[config.mk]
export PLATFORM = sky130hd
export DESIGN_NAME = gtm_timer
export DESIGN_NICKNAME = d
export VERILOG_FILES = /design/src/inc/gtm_pkg.sv /design/src/design/gtm_edge_det.sv /design/src/design/gtm_prescaler.sv /design/src/design/gtm_timer.sv
export SDC_FILE = /design/constraint.sdc
export NUM_CORES = 1
export LEC_CHECK = 0
export BUFFER_PORTS_ARGS = -buffer_cell sky130_fd_sc_hd__buf_2
export CORE_MARGIN = 2
export CORE_UTILIZATION = 55
export DETAILED_ROUTE_END_ITERATION = 7
export PLACE_DENSITY_LB_ADDON = 0.15
export REMOVE_ABC_BUFFERS = 1
export SLEW_MARGIN = 20
export SYNTH_ARGS = -nofsm -noshare
export SYNTH_HDL_FRONTEND = slang
export SYNTH_HIERARCHICAL = 1
export SYNTH_SLANG_ARGS = --single-unit
[constraint.sdc]
create_clock -name hclk -period 4.4 [get_ports hclk]
set_clock_uncertainty 0.15 [all_clocks]
set_input_delay 0.66 -clock hclk [delete_from_list [all_inputs] [get_ports hclk]]
set_output_delay 0.66 -clock hclk [all_outputs]
set_load 0.05 [all_outputs]
[src/inc/gtm_pkg.sv]
// Constants, register map and field layout of the 16-bit timer.
// Assumes a 32-bit AHB-Lite bus, one register per aligned word.
package gtm_pkg;
   // Register indices; byte address is four times the index
   localparam logic [11:0] IDX_COUNT   = 12'h100;
   localparam logic [11:0] IDX_PERIOD  = 12'h102;
   localparam logic [11:0] IDX_CONTROL = 12'h104;
   localparam logic [11:0] IDX_STATUS  = 12'h106;
   localparam logic [11:0] IDX_MASK    = 12'h108;
   localparam logic [11:0] IDX_OSC     = 12'h10a;
   localparam int          ADDR_LSB    = 2;
   localparam int          ADDR_W      = 14;

   localparam logic [15:0] PERIOD_RST  = 16'hffff;
   localparam logic [15:0] CONTROL_RST = 16'h0000;
   localparam logic [15:0] COUNT_RST   = 16'h0000;

   // Status and mask layout
   localparam int ST_IRQ  = 0;
   localparam int ST_WAKE = 1;
   localparam int ST_W    = 2;
   // Oscillator control field
   localparam int OSC_LPE = 1;

   localparam logic [1:0] HTRANS_NONSEQ = 2'h2;
   localparam logic       HRESP_OKAY    = 1'b0;

   localparam int PS_W = 8;
   // Terminal counts for 1:1, 1:8, 1:64, 1:256
   localparam logic [PS_W-1:0] PS_TERM [4] = '{8'h00, 8'h07, 8'h3f, 8'hff};

   typedef struct packed {
      logic       timer_on;
      logic       rsv14;
      logic       stop_in_idle;
      logic [5:0] rsv12_7;
      logic       gate_enable;
      logic [1:0] prescale_select;
      logic       rsv3;
      logic       ext_clock_sync;
      logic       clock_source_select;
      logic       rsv0;
   } gtm_ctrl_t;

   // Writable bits of the control word; reserved bits read zero
   localparam logic [15:0] CONTROL_WMASK = 16'ha076;

   typedef struct packed {
      logic              write;
      logic              valid;
      logic [ADDR_W-1:0] index;
   } gtm_aphase_t;
endpackage : gtm_pkg

[src/design/gtm_edge_det.sv]
// Edge detector for a pin, with optional two-stage synchroniser.
// Assumes the pin is sampled on hclk.
module gtm_edge_det (
   // Clock and reset
   input  wire logic hclk,
   input  wire logic hresetn,
   // Pin and mode
   input  wire logic pin,
   input  wire logic sync_en,
   // Results
   output logic      level,
   output logic      rise,
   output logic      fall
);
   logic sync1;
   logic sync2;
   logic sync_prev;
   logic raw_prev;

   always_ff @(posedge hclk or negedge hresetn) begin
      if (!hresetn) begin
         sync1     <= 1'b0;
         sync2     <= 1'b0;
         sync_prev <= 1'b0;
         raw_prev  <= 1'b0;
      end else begin
         sync1     <= pin;
         sync2     <= sync1;
         sync_prev <= sync2;
         raw_prev  <= pin;
      end
   end

   // Raw path skips the phase alignment, two cycles less latency
   assign level = sync_en ? sync2 : pin;
   assign rise  = sync_en ? (sync2 & ~sync_prev) : (pin & ~raw_prev);
   assign fall  = sync_en ? (~sync2 & sync_prev) : (~pin & raw_prev);
endmodule : gtm_edge_det

[src/design/gtm_prescaler.sv]
// Input divider for the timer count: one tick per terminal+1 inputs.
// Assumes the caller gates enable with the timer-on bit.
module gtm_prescaler #(
   parameter int W = 8
) (
   // Clock and reset
   input  wire logic         hclk,
   input  wire logic         hresetn,
   // Control
   input  wire logic         enable,
   input  wire logic         clear,
   input  wire logic         in_tick,
   input  wire logic [W-1:0] terminal,
   // Output
   output logic              out_tick
);
   logic [W-1:0] cnt;

   assign out_tick = enable && in_tick && (cnt >= terminal);

   // Clock halted while disabled, so a clear is lost then too
   always_ff @(posedge hclk or negedge hresetn) begin
      if (!hresetn) begin
         cnt <= '0;
      end else if (enable) begin
         if (clear || out_tick) begin
            cnt <= '0;
         end else if (in_tick) begin
            cnt <= cnt + 1'b1;
         end
      end
   end
endmodule : gtm_prescaler

[src/design/gtm_timer.sv]
// 16-bit timer/counter with real-time-clock base, AHB-Lite slave.
// Assumes CPU idle and sleep levels and all pins synchronous to hclk.
//
// Behaviour
// RQ1 - Internal mode counts cycles, wraps at period
// RQ2 - Stop-in-idle halts counting during CPU idle
// RQ3 - Synchronous counter counts synchronised external edges
// RQ4 - Asynchronous counter counts raw edges, idle-stoppable
// RQ5 - Gated mode counts only while gate high
// RQ6 - Gate falling edge raises the interrupt flag
// RQ7 - Prescaler divides by 1, 8, 64, 256
// RQ8 - Counter or control writes clear prescaler
// RQ9 - Disabled timer cannot clear its prescaler
// RQ10 - Control write leaves the count unchanged
// RQ11 - Sleep counting needs on, external, asynchronous
// RQ12 - Match during sleep can request interrupt
// RQ13 - Match sets flag; software clears it
// RQ14 - Sync bit zero counts external clock raw
// RQ15 - Clock mode counts low-power oscillator edges
// RQ16 - Real-time-clock software keeps sync bit zero
// RQ17 - Oscillator enable replaces modes, carry wakes
// RQ18 - Clock counting continues through sleep
// RQ19 - Timer off holds count, no matches
//
// Our own choice: the AHB-Lite slave port.
module gtm_timer (
   // Clock and reset
   input  wire logic        hclk,
   input  wire logic        hresetn,
   // AHB-Lite slave
   input  wire logic        hsel,
   input  wire logic [31:0] haddr,
   input  wire logic [1:0]  htrans,
   input  wire logic        hwrite,
   input  wire logic [2:0]  hsize,
   input  wire logic [31:0] hwdata,
   input  wire logic        hready,
   output logic [31:0]      hrdata,
   output logic             hreadyout,
   output logic             hresp,
   // CPU power state
   input  wire logic        cpu_idle,
   input  wire logic        cpu_sleep,
   // Pins
   input  wire logic        ext_clock_gate_pin,
   input  wire logic        lp_osc_clk,
   // Events
   output logic             irq,
   output logic             wake
);
   import gtm_pkg::*;

   gtm_ctrl_t         ctrl;
   logic [15:0]       count_value;
   logic [15:0]       period_value;
   logic [ST_W-1:0]   irq_status;
   logic [ST_W-1:0]   irq_mask;
   logic              lowpower_osc_enable;
   gtm_aphase_t       aph;
   logic [ADDR_W-1:0] req_index;
   logic              rd_take;
   logic              wr_cnt;
   logic              wr_per;
   logic              wr_ctl;
   logic              wr_msk;
   logic              wr_osc;
   logic              rd_status;
   logic              gate_level;
   logic              gate_rise;
   logic              gate_fall;
   logic              ext_rise;
   logic              osc_rise;
   logic              src_tick;
   logic              run;
   logic              pre_tick;
   logic              at_period;
   logic              match;
   logic              carry;
   logic              gate_end;
   logic [31:0]       next_rdata;

   // Bus slave: zero wait states, always OKAY
   assign hreadyout = 1'b1;
   assign hresp     = HRESP_OKAY;
   assign req_index = haddr[ADDR_LSB +: ADDR_W];
   assign rd_take   = hsel && hready && (htrans == HTRANS_NONSEQ) && !hwrite;

   always_ff @(posedge hclk or negedge hresetn) begin
      if (!hresetn) begin
         aph <= '0;
      end else if (hready) begin
         aph.valid <= hsel && (htrans == HTRANS_NONSEQ);
         aph.write <= hwrite;
         aph.index <= req_index;
      end
   end

   // Write strobes land in the data phase
   assign wr_cnt = aph.valid && aph.write && (aph.index == ADDR_W'(IDX_COUNT));
   assign wr_per = aph.valid && aph.write && (aph.index == ADDR_W'(IDX_PERIOD));
   assign wr_ctl = aph.valid && aph.write && (aph.index == ADDR_W'(IDX_CONTROL));
   assign wr_msk = aph.valid && aph.write && (aph.index == ADDR_W'(IDX_MASK));
   assign wr_osc = aph.valid && aph.write && (aph.index == ADDR_W'(IDX_OSC));
   assign rd_status = rd_take && (req_index == ADDR_W'(IDX_STATUS));

   always_comb begin
      next_rdata = '0;
      unique case (req_index)
         ADDR_W'(IDX_COUNT):   next_rdata[15:0] = count_value;
         ADDR_W'(IDX_PERIOD):  next_rdata[15:0] = period_value;
         ADDR_W'(IDX_CONTROL): next_rdata[15:0] = ctrl;
         ADDR_W'(IDX_STATUS):  next_rdata[ST_W-1:0] = irq_status;
         ADDR_W'(IDX_MASK):    next_rdata[ST_W-1:0] = irq_mask;
         ADDR_W'(IDX_OSC):     next_rdata[OSC_LPE] = lowpower_osc_enable;
         default:              next_rdata = '0;
      endcase
   end

   // Read data sampled at the address phase, so a read right after
   // a write to the same register still sees the old value
   always_ff @(posedge hclk or negedge hresetn) begin
      if (!hresetn) begin
         hrdata <= '0;
      end else if (rd_take) begin
         hrdata <= next_rdata;
      end
   end

   // Software registers
   always_ff @(posedge hclk or negedge hresetn) begin
      if (!hresetn) begin
         ctrl <= CONTROL_RST;
      end else if (wr_ctl) begin
         ctrl <= hwdata[15:0] & CONTROL_WMASK;
      end
   end

   always_ff @(posedge hclk or negedge hresetn) begin
      if (!hresetn) begin
         period_value <= PERIOD_RST;
      end else if (wr_per) begin
         period_value <= hwdata[15:0];
      end
   end

   always_ff @(posedge hclk or negedge hresetn) begin
      if (!hresetn) begin
         irq_mask            <= '0;
         lowpower_osc_enable <= 1'b0;
      end else begin
         if (wr_msk) begin
            irq_mask <= hwdata[ST_W-1:0];
         end
         if (wr_osc) begin
            lowpower_osc_enable <= hwdata[OSC_LPE];
         end
      end
   end

   // Pin front ends
   gtm_edge_det u_gate (
      .hclk    (hclk),
      .hresetn (hresetn),
      .pin     (ext_clock_gate_pin),
      .sync_en (ctrl.ext_clock_sync), // RQ3 RQ14
      .level   (gate_level),
      .rise    (gate_rise),
      .fall    (gate_fall)
   );

   // Oscillator is asynchronous by nature, never phase aligned
   gtm_edge_det u_osc (
      .hclk    (hclk),
      .hresetn (hresetn),
      .pin     (lp_osc_clk),
      .sync_en (1'b0),
      .level   (),
      .rise    (osc_rise),
      .fall    ()
   );

   // Low-power oscillator replaces the external pin as source
   assign ext_rise = lowpower_osc_enable ? osc_rise : gate_rise; // RQ15 RQ17

   always_comb begin
      if (lowpower_osc_enable) begin
         src_tick = ctrl.clock_source_select && !ctrl.gate_enable && osc_rise; // RQ15 RQ17
      end else if (ctrl.clock_source_select) begin
         src_tick = ext_rise; // RQ3 RQ4
      end else if (ctrl.gate_enable) begin
         src_tick = gate_level; // RQ5
      end else begin
         src_tick = 1'b1; // RQ1
      end
   end

   // Run conditions: on, not idle-stopped, sleep only if async external
   always_comb begin
      run = ctrl.timer_on; // RQ19
      if (cpu_idle && ctrl.stop_in_idle) begin
         run = 1'b0; // RQ2 RQ4
      end
      if (cpu_sleep && !(ctrl.clock_source_select && !ctrl.ext_clock_sync)) begin
         run = 1'b0; // RQ11 RQ18
      end
   end

   gtm_prescaler #(
      .W (PS_W)
   ) u_pre (
      .hclk     (hclk),
      .hresetn  (hresetn),
      .enable   (ctrl.timer_on), // RQ9
      .clear    (wr_cnt || wr_ctl), // RQ8
      .in_tick  (run && src_tick),
      .terminal (PS_TERM[ctrl.prescale_select]), // RQ7
      .out_tick (pre_tick)
   );

   assign at_period = (count_value == period_value);
   assign match     = pre_tick && at_period; // RQ1 RQ13
   assign carry     = pre_tick && (count_value == '1);
   assign gate_end  = ctrl.timer_on && ctrl.gate_enable &&
                      !ctrl.clock_source_select && !lowpower_osc_enable &&
                      gate_fall; // RQ6

   // Counter: only a direct write changes it besides counting
   always_ff @(posedge hclk or negedge hresetn) begin
      if (!hresetn) begin
         count_value <= COUNT_RST;
      end else if (wr_cnt) begin
         count_value <= hwdata[15:0]; // RQ10
      end else if (match) begin
         count_value <= '0; // RQ1 RQ3 RQ4 RQ11
      end else if (pre_tick) begin
         count_value <= count_value + 1'b1;
      end
   end

   // Sticky status; a new event wins over the clearing read
   always_ff @(posedge hclk or negedge hresetn) begin
      if (!hresetn) begin
         irq_status <= '0;
      end else begin
         for (int i = 0; i < ST_W; i++) begin
            if (rd_status) begin
               irq_status[i] <= 1'b0;
            end
         end
         if (match || gate_end) begin
            irq_status[ST_IRQ] <= 1'b1; // RQ13 RQ6 RQ12
         end
         if (lowpower_osc_enable && carry) begin
            irq_status[ST_WAKE] <= 1'b1; // RQ17
         end
      end
   end

   // Level interrupt, works in sleep since hclk keeps running here
   assign irq  = |(irq_status & irq_mask); // RQ12 RQ13
   assign wake = irq_status[ST_WAKE] && irq_mask[ST_WAKE]; // RQ17
endmodule : gtm_timer

* Yosys cells after proc, flatten, opt, wreduce, memory -nomap -nowiden
Index checks and enable logic that the tools add are counted.
** Storage, ports and cells
- Register bits :: 88
** Operators by class
- Add/sub/neg operators :: 2
- Magnitude comparators :: 2
- Equal/unequal tests :: 14
- Multiplexer cells :: 22
- Bitwise operators :: 12
- Reductions and logical operators :: 42
** Operators by type and width (count)
- $eq 14x9->1 const B :: 11
- $mux 16 :: 3
- $pmux 14 s3 :: 1
- $mux 8 :: 4
- $logic_and 1x1->1 :: 27
- $add 16x1->16 const B :: 1
- $bmux 8 s2 :: 1
- $eq 16x16->1 :: 1
- $eq 16x16->1 const B :: 1
- $mux 1 :: 11
- $add 8x1->8 const B :: 1
- $ge 8x8->1 :: 1
- $logic_not 1->1 :: 6
- $pmux 1 s6 :: 1
- $reduce_bool 2->1 :: 3
- $and 1x1->1 :: 5
- $not 1->1 :: 5
- $pmux 1 s4 :: 1
- $ge 3x3->1 const B :: 1
- $logic_or 1x1->1 :: 3
- $not 2->3 :: 1
- $reduce_bool 3->1 :: 1
- $and 2x2->2 :: 1
- $eq 2x2->1 const B :: 1
- other kinds (2) :: 2

* Logic depth before layout (Yosys ltp)
Gate-level depths: netlist (run 1).
- Depth after elaboration :: 11
- Mapped depth :: 14
- Mapped depth without buffers :: 13

* Cells and area by module
Netlist (run 1), hierarchy kept.
** Modules (own cells, without submodules)
- gtm_timer :: times used 1, cells an instance 415, area an instance 4171.5 sq um
- gtm_prescaler :: times used 1, cells an instance 74, area an instance 748.2 sq um
- gtm_edge_det :: times used 2, cells an instance 10, area an instance 120.1 sq um

* Worst setup path before layout (run 1)
Ideal clock, no wire load.
- Kind :: input-to-reg
- Start point :: input ext_clock_gate_pin
- End point :: register count_value[6]
- Library setup time :: 124 ps
- Data arrival time :: 2941 ps
- Required time :: 4126 ps
- Slack :: 1185 ps
- Stages :: 14
- Path through :: nand2b_4 o22ai_1 nor2_1 o21ai_0 nand4_1 a21oi_1 and2_1 buf_1 and2_1 clkbuf_1 nand4_1 clkbuf_1 o211ai_1 nand2_1
** Between the ends
- Longest elaborated chain between the ends :: 10
** RTL lines
- from (decl) :: RTL line gtm_timer.sv:45 : input wire logic ext_clock_gate_pin,
- $and 1x1->1 (*) :: RTL line gtm_edge_det.sv:36 : assign rise = sync_en ? (sync2 & ~sync_prev) : (pin & ~raw_prev);
- $mux 1 (*) :: RTL line gtm_edge_det.sv:36
- via ext_rise :: RTL line gtm_timer.sv:71 : logic ext_rise;
- $mux 1 (*) :: RTL line gtm_timer.sv:188 : end else if (ctrl.clock_source_select) begin
- $mux 1 (*) :: RTL line gtm_timer.sv:186 : if (lowpower_osc_enable) begin
- $logic_and 1x1->1 (*) :: RTL line gtm_timer.sv:215 : .in_tick (run && src_tick),
- $logic_and 1x1->1 (*) (2 in series) :: RTL line gtm_prescaler.sv:19 : assign out_tick = enable && in_tick && (cnt >= terminal);
- via pre_tick :: RTL line gtm_timer.sv:75 : logic pre_tick;
- $logic_and 1x1->1 :: RTL line gtm_timer.sv:221 : assign match = pre_tick && at_period;
- $mux 16 :: RTL line gtm_timer.sv:233 : end else if (match) begin
- $mux 16 :: RTL line gtm_timer.sv:231 : end else if (wr_cnt) begin
- to (signal assigned) :: RTL line gtm_timer.sv:232 : count_value <= hwdata[15:0];
- to (signal assigned) :: RTL line gtm_timer.sv:236 : count_value <= count_value + 1'b1;
- to (decl) :: RTL line gtm_timer.sv:54 : logic [15:0] count_value;
Mark *: on every way through the listed nets, which the timed path passes. The rest lies on a longest branch.
A chain may end at the register's enable or synchronous reset.

* Final worst setup path (run 1)
- Start point :: register ctrl[2] in the netlist's numbering
- End point :: register count_value[8]
** RTL lines
- from (decl) :: RTL line gtm_timer.sv:53 : gtm_ctrl_t ctrl;
- from (signal assigned) :: RTL line gtm_timer.sv:134 : ctrl <= hwdata[15:0] & CONTROL_WMASK;
- $mux 1 (*) :: RTL line gtm_edge_det.sv:36
- via ext_rise :: RTL line gtm_timer.sv:71
- $mux 1 (*) :: RTL line gtm_timer.sv:188
- $mux 1 (*) :: RTL line gtm_timer.sv:186
- $logic_and 1x1->1 (*) :: RTL line gtm_timer.sv:215
- $logic_and 1x1->1 (*) (2 in series) :: RTL line gtm_prescaler.sv:19
- via pre_tick :: RTL line gtm_timer.sv:75
- $logic_and 1x1->1 :: RTL line gtm_timer.sv:221
- $mux 16 :: RTL line gtm_timer.sv:233
- $mux 16 :: RTL line gtm_timer.sv:231
Marks and branches as above.

==> results of run 1 <==
## layout by cell type, fill, tap and decap left out, types with 14 or more instances in the layout
| cell | n |
|---|---|
| mux2_2 | 46 |
| o21ai_0 | 19 |
| xnor2_1 | 18 |
| nor2_1 | 29 |
| nand3_1 | 18 |
| a21oi_1 | 21 |
| nand4_1 | 14 |
| nand2_1 | 52 |
| buf_2 | 57 |
| conb_1 | 20 |
| dfrtp_1 | 74 |
| dfstp_2 | 16 |
## worst max path at each step
| stage | slack, ns | end | cells after the start |
|---|---|---|---|
| 2_1_floorplan | 0.87 | count_value[1] | 11 |
| 3_3_place_gp | 0.92 | count_value[8] | 13 |
| 3_5_place_dp | 0.86 | count_value[1] | 13 |
| 4_1_cts | 1.01 | count_value[8] | 10 |
| 5_1_grt | 0.68 | count_value[12] | 12 |
| 6_report | 1.01 | count_value[8] | 12 |
## final cells by class
type | instances | area [um^2]
inverter | 12 | 45.0
fill | 795 | 3550
tap | 111 | 139
clock inverter | 3 | 22.5
sequential | 90 | 2270
clock buffer | 13 | 169
timing repair buffer | 63 | 330
multi-input combinational | 373 | 2630
## report_power, final
| part | internal, W | switching [W] | total, W |
|---|---|---|---|
| logic | 0.0000958 | 0.000130 | 0.000226 |
| registers | 0.000872 | 0.0000437 | 0.000915 |
| clock network | 0.000252 | 0.000291 | 0.000543 |
## flip-flops by register name (all words and copies together), names as in the netlist, 2 cells and up
name,cells
u_pre/cnt,8
ctrl,7
count_value,16
irq_status,2
aph,16
period_value,16
irq_mask,2
hrdata,16
## routing by layer
metal / up-vias / share of wire [%] / GRT usage, %
li1: 1860 / - / -
met3: 14 / 5.4 / 3.81
met5: - / 0 / 0
met1: 1873 / 46 / 32.8
met2: 104 / 47 / 36.3
met4: 0 / 1.5 / 8.32
## per-stage QoR
step                setup WS (ns)  hold WS [ns]  cell area [um^2]  utilization (%)  std cells
floorplan                   0.875         0.204              4940                -        475
detailed placement          0.858         0.220              5410             59.2        649
CTS                          1.01         0.234              5610             61.2        665
finish                       1.01         0.190              5610             61.2        665
global placement            0.915         0.210              5410             59.2        649
global route                0.677         0.250              5610             61.2        665
==> results.rst, run 1 <==
.. list-table::
   :header-rows: 1

   * - Metric
     - Value
   * - Total die area
     - 10100 um^2
   * - Max Slew Vio Count
     - 0
   * - Max Clock Freq
     - roughly 300 MHz
   * - Overall Global Routing Usage
     - 23.2%
   * - Clock net sink count
     - 90
   * - Slowest cell on the critical path
     - and2_1
   * - Kind of critical path
     - reg2reg
   * - Clock input transition at the sequential cells of the worst setup and hold paths
     - 0.09 ns
   * - Root buffer cell
     - clkbuf_8
   * - Critical path data arrival time
     - 3.54 ns
   * - Total grt overflow
     - 0
   * - Number of H-tree branching levels
     - 3
   * - Average footprint of a synthesized cell
     - 10.2 um^2
   * - Largest net degree at the start of global routing
     - 57
   * - Setup violation total in the final timing report
     - 0
   * - Row Count
     - 35
   * - Power per cell area
     - about 300 nW/um^2
   * - Hold-fix buffers, CTS
     - 0
   * - Element type at the critical path start
     - flop
   * - Number of buffers added by the clock tree synthesis step
     - 9
   * - Result of the run
     - complete, no violations
   * - Chip Width
     - 101 um
   * - Number of max-cap violations
     - 0
   * - Kind of cell adding the most delay to the critical path
     - simple AND/OR/NAND/NOR gates
   * - Layout area overhead
     - 9.08%
   * - R2R setup slack
     - slightly above 1 ns
   * - Min cycle time layout
     - around 3.4 ns
   * - Final Hold Vio Count
     - 0
   * - Wire length reported by the detailed router
     - roughly 11 mm
   * - First-pass GRT wire length
     - 18.3 mm
   * - Initial core utilization
     - 56.1%
   * - Number of global-route vias before repair
     - 3659
   * - Vias per Instance
     - 5.79
   * - Reg2Reg Capture Point
     - count_value[8]
   * - Weighted congestion reported at the end of routability-driven placement
     - 0.865
   * - Power consumption
     - 0.00168 W
   * - Deepest clock path buffer count
     - 2
   * - Setup TNS Final
     - 0 ns
   * - PortBufs
     - 58
   * - Setup fix buffers added after clock tree synthesis
     - 0
   * - Worst min path class
     - in2async
   * - Yosys warns
     - 6
   * - Worst max-slew margin expressed relative to the limit
     - approximately 38%
   * - Mapped Cells
     - 505
   * - Critical Path Source
     - ctrl[2]
   * - Final Net Count
     - 637
   * - Startpoint of the most critical register-to-register path
     - ctrl[2]
   * - TritonCTS clock tree
     - built
   * - Number of antenna violations at the first check in global routing
     - 0
   * - Routed wire length per instance
     - 16.5 um
   * - Share of the clock period used by the worst path
     - 76.9%
   * - Post-detailed-placement half-perimeter wirelength
     - 7.99 mm
   * - Maximum cell stage delay along the critical path
     - 0.49 ns
   * - Least-Margin Pin Slew
     - 0.929 ns
   * - Capturing element type of the critical path
     - flop
   * - Leakage dissipation
     - 2.49 nW
   * - Buffer and inverter count on the worst path
     - 1
   * - Number of vias in the routed layout
     - between 3000 and 4000
   * - Antenna Diode Count
     - 0
   * - Remaining number of nets flagged by the antenna check after routing
     - 0
   * - Required @ worst endpoint
     - 4.55 ns
   * - Setup repair after global routing missed its margin
     - false
   * - Worst skew pair latency
     - 0.36 ns
   * - IR drop worst, VDD
     - ~160 uV
   * - Boundary Pins
     - 114
   * - Number of cells traversed by the worst register-to-register path
     - 12
   * - Post-route DRC violation count
     - 0
   * - Height of the chip
     - slightly above 100 um
   * - CTS-repair resized insts
     - 0
   * - Drt pass-1 iters
     - 5
   * - Area of the mapped netlist
     - slightly above 5000 um^2
   * - Cell-by-cell listing of the critical path
     - nand2b_4 > o22ai_1 > nor2_1 > o21ai_0 > nand4_1 > a21oi_1 > and2_1 > and2_1 > buf_4 > nor4b_1 > o21ai_0 > nand2_1
   * - Core Box Area
     - 9150 um^2
   * - Maximum fanout count along the critical path
     - 20
   * - Drt first-iter violations
     - 213
   * - Share of cells above drive strength 1
     - slightly below 30%
(Power assumes the default switching activity.)
==> inputs of run 2 (changes only) <==
--- a/config.mk
+++ b/config.mk
@@ -5,9 +5,10 @@
 export SDC_FILE = /design/constraint.sdc
 export NUM_CORES = 1
 export LEC_CHECK = 0
+export ABC_AREA = 1
 export BUFFER_PORTS_ARGS = -buffer_cell sky130_fd_sc_hd__buf_2
 export CORE_MARGIN = 2
-export CORE_UTILIZATION = 55
+export CORE_UTILIZATION = 51
 export DETAILED_ROUTE_END_ITERATION = 7
 export PLACE_DENSITY_LB_ADDON = 0.15
 export REMOVE_ABC_BUFFERS = 1
==> constraint.sdc (replaced) <==
create_clock -name hclk -period 3.03 [get_ports hclk]
set_clock_uncertainty 0.15 [all_clocks]
set_input_delay 0.4545 -clock hclk [delete_from_list [all_inputs] [get_ports hclk]]
set_output_delay 0.4545 -clock hclk [all_outputs]
set_load 0.05 [all_outputs]
==> run 2 against run 1 <==
Against the previous run: the flow now finishes with violations (negative hold slack); utilization down 4.5 points; worst setup slack worse by 0.79 ns; die area up 19%; fmax up 21%; cell count up 51%; sequential share of layout area down 3.8 points; via count up 33%; count of clock-buffer cells in the layout down 1; global-route usage up 0.81 points; worst hold slack worse by 0.20 ns.
==> results.rst, run 2 <==
.. list-table::
   :header-rows: 1

   * - Metric
     - Value
   * - Min cycle time layout
     - 2.80 ns (was 3.39 ns)
   * - Number of global-route vias before repair
     - 4756 (was 3659)
   * - Critical path data arrival time
     - 2.91 ns (was 3.54 ns)
   * - Worst skew pair latency
     - 0.37 ns (was 0.36 ns)
   * - Net switching power of the design
     - 0.000664 W (was 0.000465 W)
   * - Final Hold Vio Count
     - 1 (was 0)
   * - PortBufs
     - 58 (unchanged)
   * - Capturing element type of the critical path
     - flop (unchanged)
   * - Sequential cell area
     - 2270 um^2 (unchanged)
   * - Share of cells above drive strength 1
     - 17.0% (was 29.4%)
   * - Overall Global Routing Usage
     - 24.0% (was 23.2%)
   * - Deepest clock path buffer count
     - 2 (unchanged)
   * - Number of antenna violations at the first check in global routing
     - 0 (unchanged)
   * - Least-Margin Pin Slew
     - 0.753 ns (was 0.929 ns)
   * - Net Sw Frac
     - 29.0% (was 27.6%)
   * - Highest-count cells in the layout ignoring fill and taps
     - nand2_1 (269), inv_1 (102), dfrtp_1 (74) (was dfrtp_1 (74), buf_2 (57), nand2_1 (52))
   * - Number of max-cap violations
     - 0 (unchanged)
   * - Height of the chip
     - 110 um (was 101 um)
   * - Total die area
     - 12100 um^2 (was 10100 um^2)
   * - Clock net sink count
     - 90 (unchanged)
   * - # placed instances
     - 988 (was 649)
   * - Number of H-tree branching levels
     - 3 (unchanged)
   * - Wire length reported by the detailed router
     - 13.7 mm (was 11.0 mm)
   * - Antenna Diode Count
     - 0 (unchanged)
   * - Root buffer cell
     - clkbuf_8 (unchanged)
   * - Remaining number of nets flagged by the antenna check after routing
     - 0 (unchanged)
   * - Register share of total power
     - 55.7% (was 54.4%)
   * - Element type at the critical path start
     - flop (unchanged)
   * - Total grt overflow
     - 0 (unchanged)
   * - Hold-fix buffers, CTS
     - 0 (unchanged)
   * - TritonCTS clock tree
     - built (unchanged)
   * - Setup violation total in the final timing report
     - 0 (unchanged)
   * - Leakage dissipation
     - 3.67 nW (was 2.49 nW)
   * - Worst hold slack
     - -0.00932 ns (was 0.190 ns)
   * - Count of filler cells inserted in the layout
     - 1120 (was 795)
   * - Required @ worst endpoint
     - 3.13 ns (was 4.55 ns)
   * - Average footprint of a synthesized cell
     - 7.09 um^2 (was 10.2 um^2)
   * - Multi-input combinational cell area
     - 2790 um^2 (was 2630 um^2)
   * - Power per cell area
     - 371 nW/um^2 (was 300 nW/um^2)
   * - Non-filler instance count after layout
     - 1003 (was 665)
   * - Largest net degree at the start of global routing
     - 58 (was 57)
   * - Worst max-slew margin expressed relative to the limit
     - 49.8% (was 37.9%)
   * - Setup repair after global routing missed its margin
     - false (unchanged)
   * - Drt first-iter violations
     - 384 (was 213)
   * - Drt pass-1 iters
     - 7 (was 5)
   * - Setup fix buffers added after clock tree synthesis
     - 0 (unchanged)
   * - Post-route DRC violation count
     - 0 (unchanged)
   * - Initial core utilization
     - 52.6% (was 56.1%)
   * - Cell Int Power
     - 0.00163 W (was 0.00122 W)
   * - Chip Width
     - 110 um (was 101 um)
   * - Combinational group share of total power
     - 11.7% (was 13.4%)
   * - Area of the mapped netlist
     - 5730 um^2 (was 5140 um^2)
   * - Max Clock Freq
     - 357 MHz (was 295 MHz)
   * - Boundary Pins
     - 114 (unchanged)
   * - Clock Power Share
     - 32.6% (was 32.2%)
   * - Final Net Count
     - 947 (was 637)
   * - Post-detailed-placement half-perimeter wirelength
     - 9.97 mm (was 7.99 mm)
   * - Core Box Area
     - 10900 um^2 (was 9150 um^2)
   * - Routed wire length per instance
     - 13.6 um (was 16.5 um)
   * - Vias per Instance
     - 5.10 (was 5.79)
   * - First-pass GRT wire length
     - 22.7 mm (was 18.3 mm)
   * - Mapped Cells
     - 808 (was 505)
   * - R2R setup slack
     - 0.23 ns (was 1.01 ns)
   * - IR drop worst, VDD
     - 197 uV (was 156 uV)
   * - Max Slew Vio Count
     - 0 (unchanged)
   * - Violated checks
     - negative hold slack
   * - Clock input transition at the sequential cells of the worst setup and hold paths
     - 0.09 ns (about the same)
   * - Commonest non-fill, non-tap cell in the layout
     - nand2_1 (was dfrtp_1)
   * - Yosys warns
     - 6 (unchanged)
   * - Maximum fanout count along the critical path
     - 14 (was 20)
   * - Weighted congestion reported at the end of routability-driven placement
     - 0.952 (was 0.865)
   * - Number of buffers added by the clock tree synthesis step
     - 9 (unchanged)
   * - Result of the run
     - finished, violations left (was complete, no violations)
   * - Kind of critical path
     - reg2reg (unchanged)
   * - Share of the clock period used by the worst path
     - 92.5% (was 76.9%)
   * - Layout area overhead
     - 7.82% (was 9.08%)
   * - CTS-repair resized insts
     - 0 (unchanged)
   * - Worst min path class
     - in2async (unchanged)
   * - Row Count
     - 38 (was 35)
   * - Setup TNS Final
     - 0 ns (unchanged)
   * - Number of vias in the routed layout
     - 5118 (was 3851)
run 2: worst max-delay path: stages, from the launching register on:
cell and delay [ns]:
dfrtp_1 0.47, or2_2 0.35, ha_1 0.21, inv_1 0.06
nand2_1 0.05, nand2_1 0.06, nand2_1 0.06, nand2_1 0.06
nand2_1 0.04, nand3_1 0.07, nand2_1 0.11, inv_1 0.27
clkinv_1 0.20, buf_4 0.24, nand3_1 0.09, o21ai_1 0.08
inv_1 0.07, nand2_1 0.05
run 2: through the flow:
stage	hold WS (ns)	setup slack (ns)	utilization [%]	cell area, um^2	total power (W)
after floorplan	0.00891	0.415	-	5500	0.00147
after global routing	0.0330	0.0197	56.7	6180	0.00241
after global placement	0.207	0.386	55.2	6010	0.00156
after CTS	0.0216	0.248	56.7	6180	0.00231
after detailed placement	0.217	0.261	55.2	6010	0.00157
final	-0.00932	0.226	56.7	6180	0.00229
run 2: worst paths after layout:
check	startpoint	end	cells after the start
setup / recovery	ctrl[5]	count_value[1]	17
hold reg to reg	u_osc/raw_prev	u_osc/sync2	0
setup reg to reg	ctrl[5]	count_value[1]	17
hold / removal	hresetn	u_pre/cnt[7]	1
max in group asynchronous	hresetn	aph[5]	2
min in group hclk	lp_osc_clk	u_osc/raw_prev	1
run 2: final cells by class:
class / instances / share of cell area (%)
clock inverters: 3 / 0.284
well taps: 140 / 2.84
flip-flops and latches: 90 / 36.8
multi-input cells: 579 / 45.1
repair buffers: 63 / 5.55
inverters: 116 / 7.05
clock buffers: 12 / 2.35
run 2: power by group through the flow:
stage | clock (W) | sequential [W] | combinational, W
2_1_floorplan | 0 | 0.00129 | 0.000179
3_3_place_gp | 0 | 0.00130 | 0.000262
3_5_place_dp | 0 | 0.00130 | 0.000269
4_1_cts | 0.000765 | 0.00127 | 0.000270
5_1_grt | 0.000820 | 0.00128 | 0.000304
6_report | 0.000746 | 0.00128 | 0.000268
run 2: per-layer routing:
layer  GRT usage (%)  vias to the layer above  wire length [um]
met3            3.94                       18               769
met2            38.6                      148              6280
met5               0                        -                 0
met1            33.8                     2350              6460
met4            6.33                        0               140
li1                -                     2602                 -
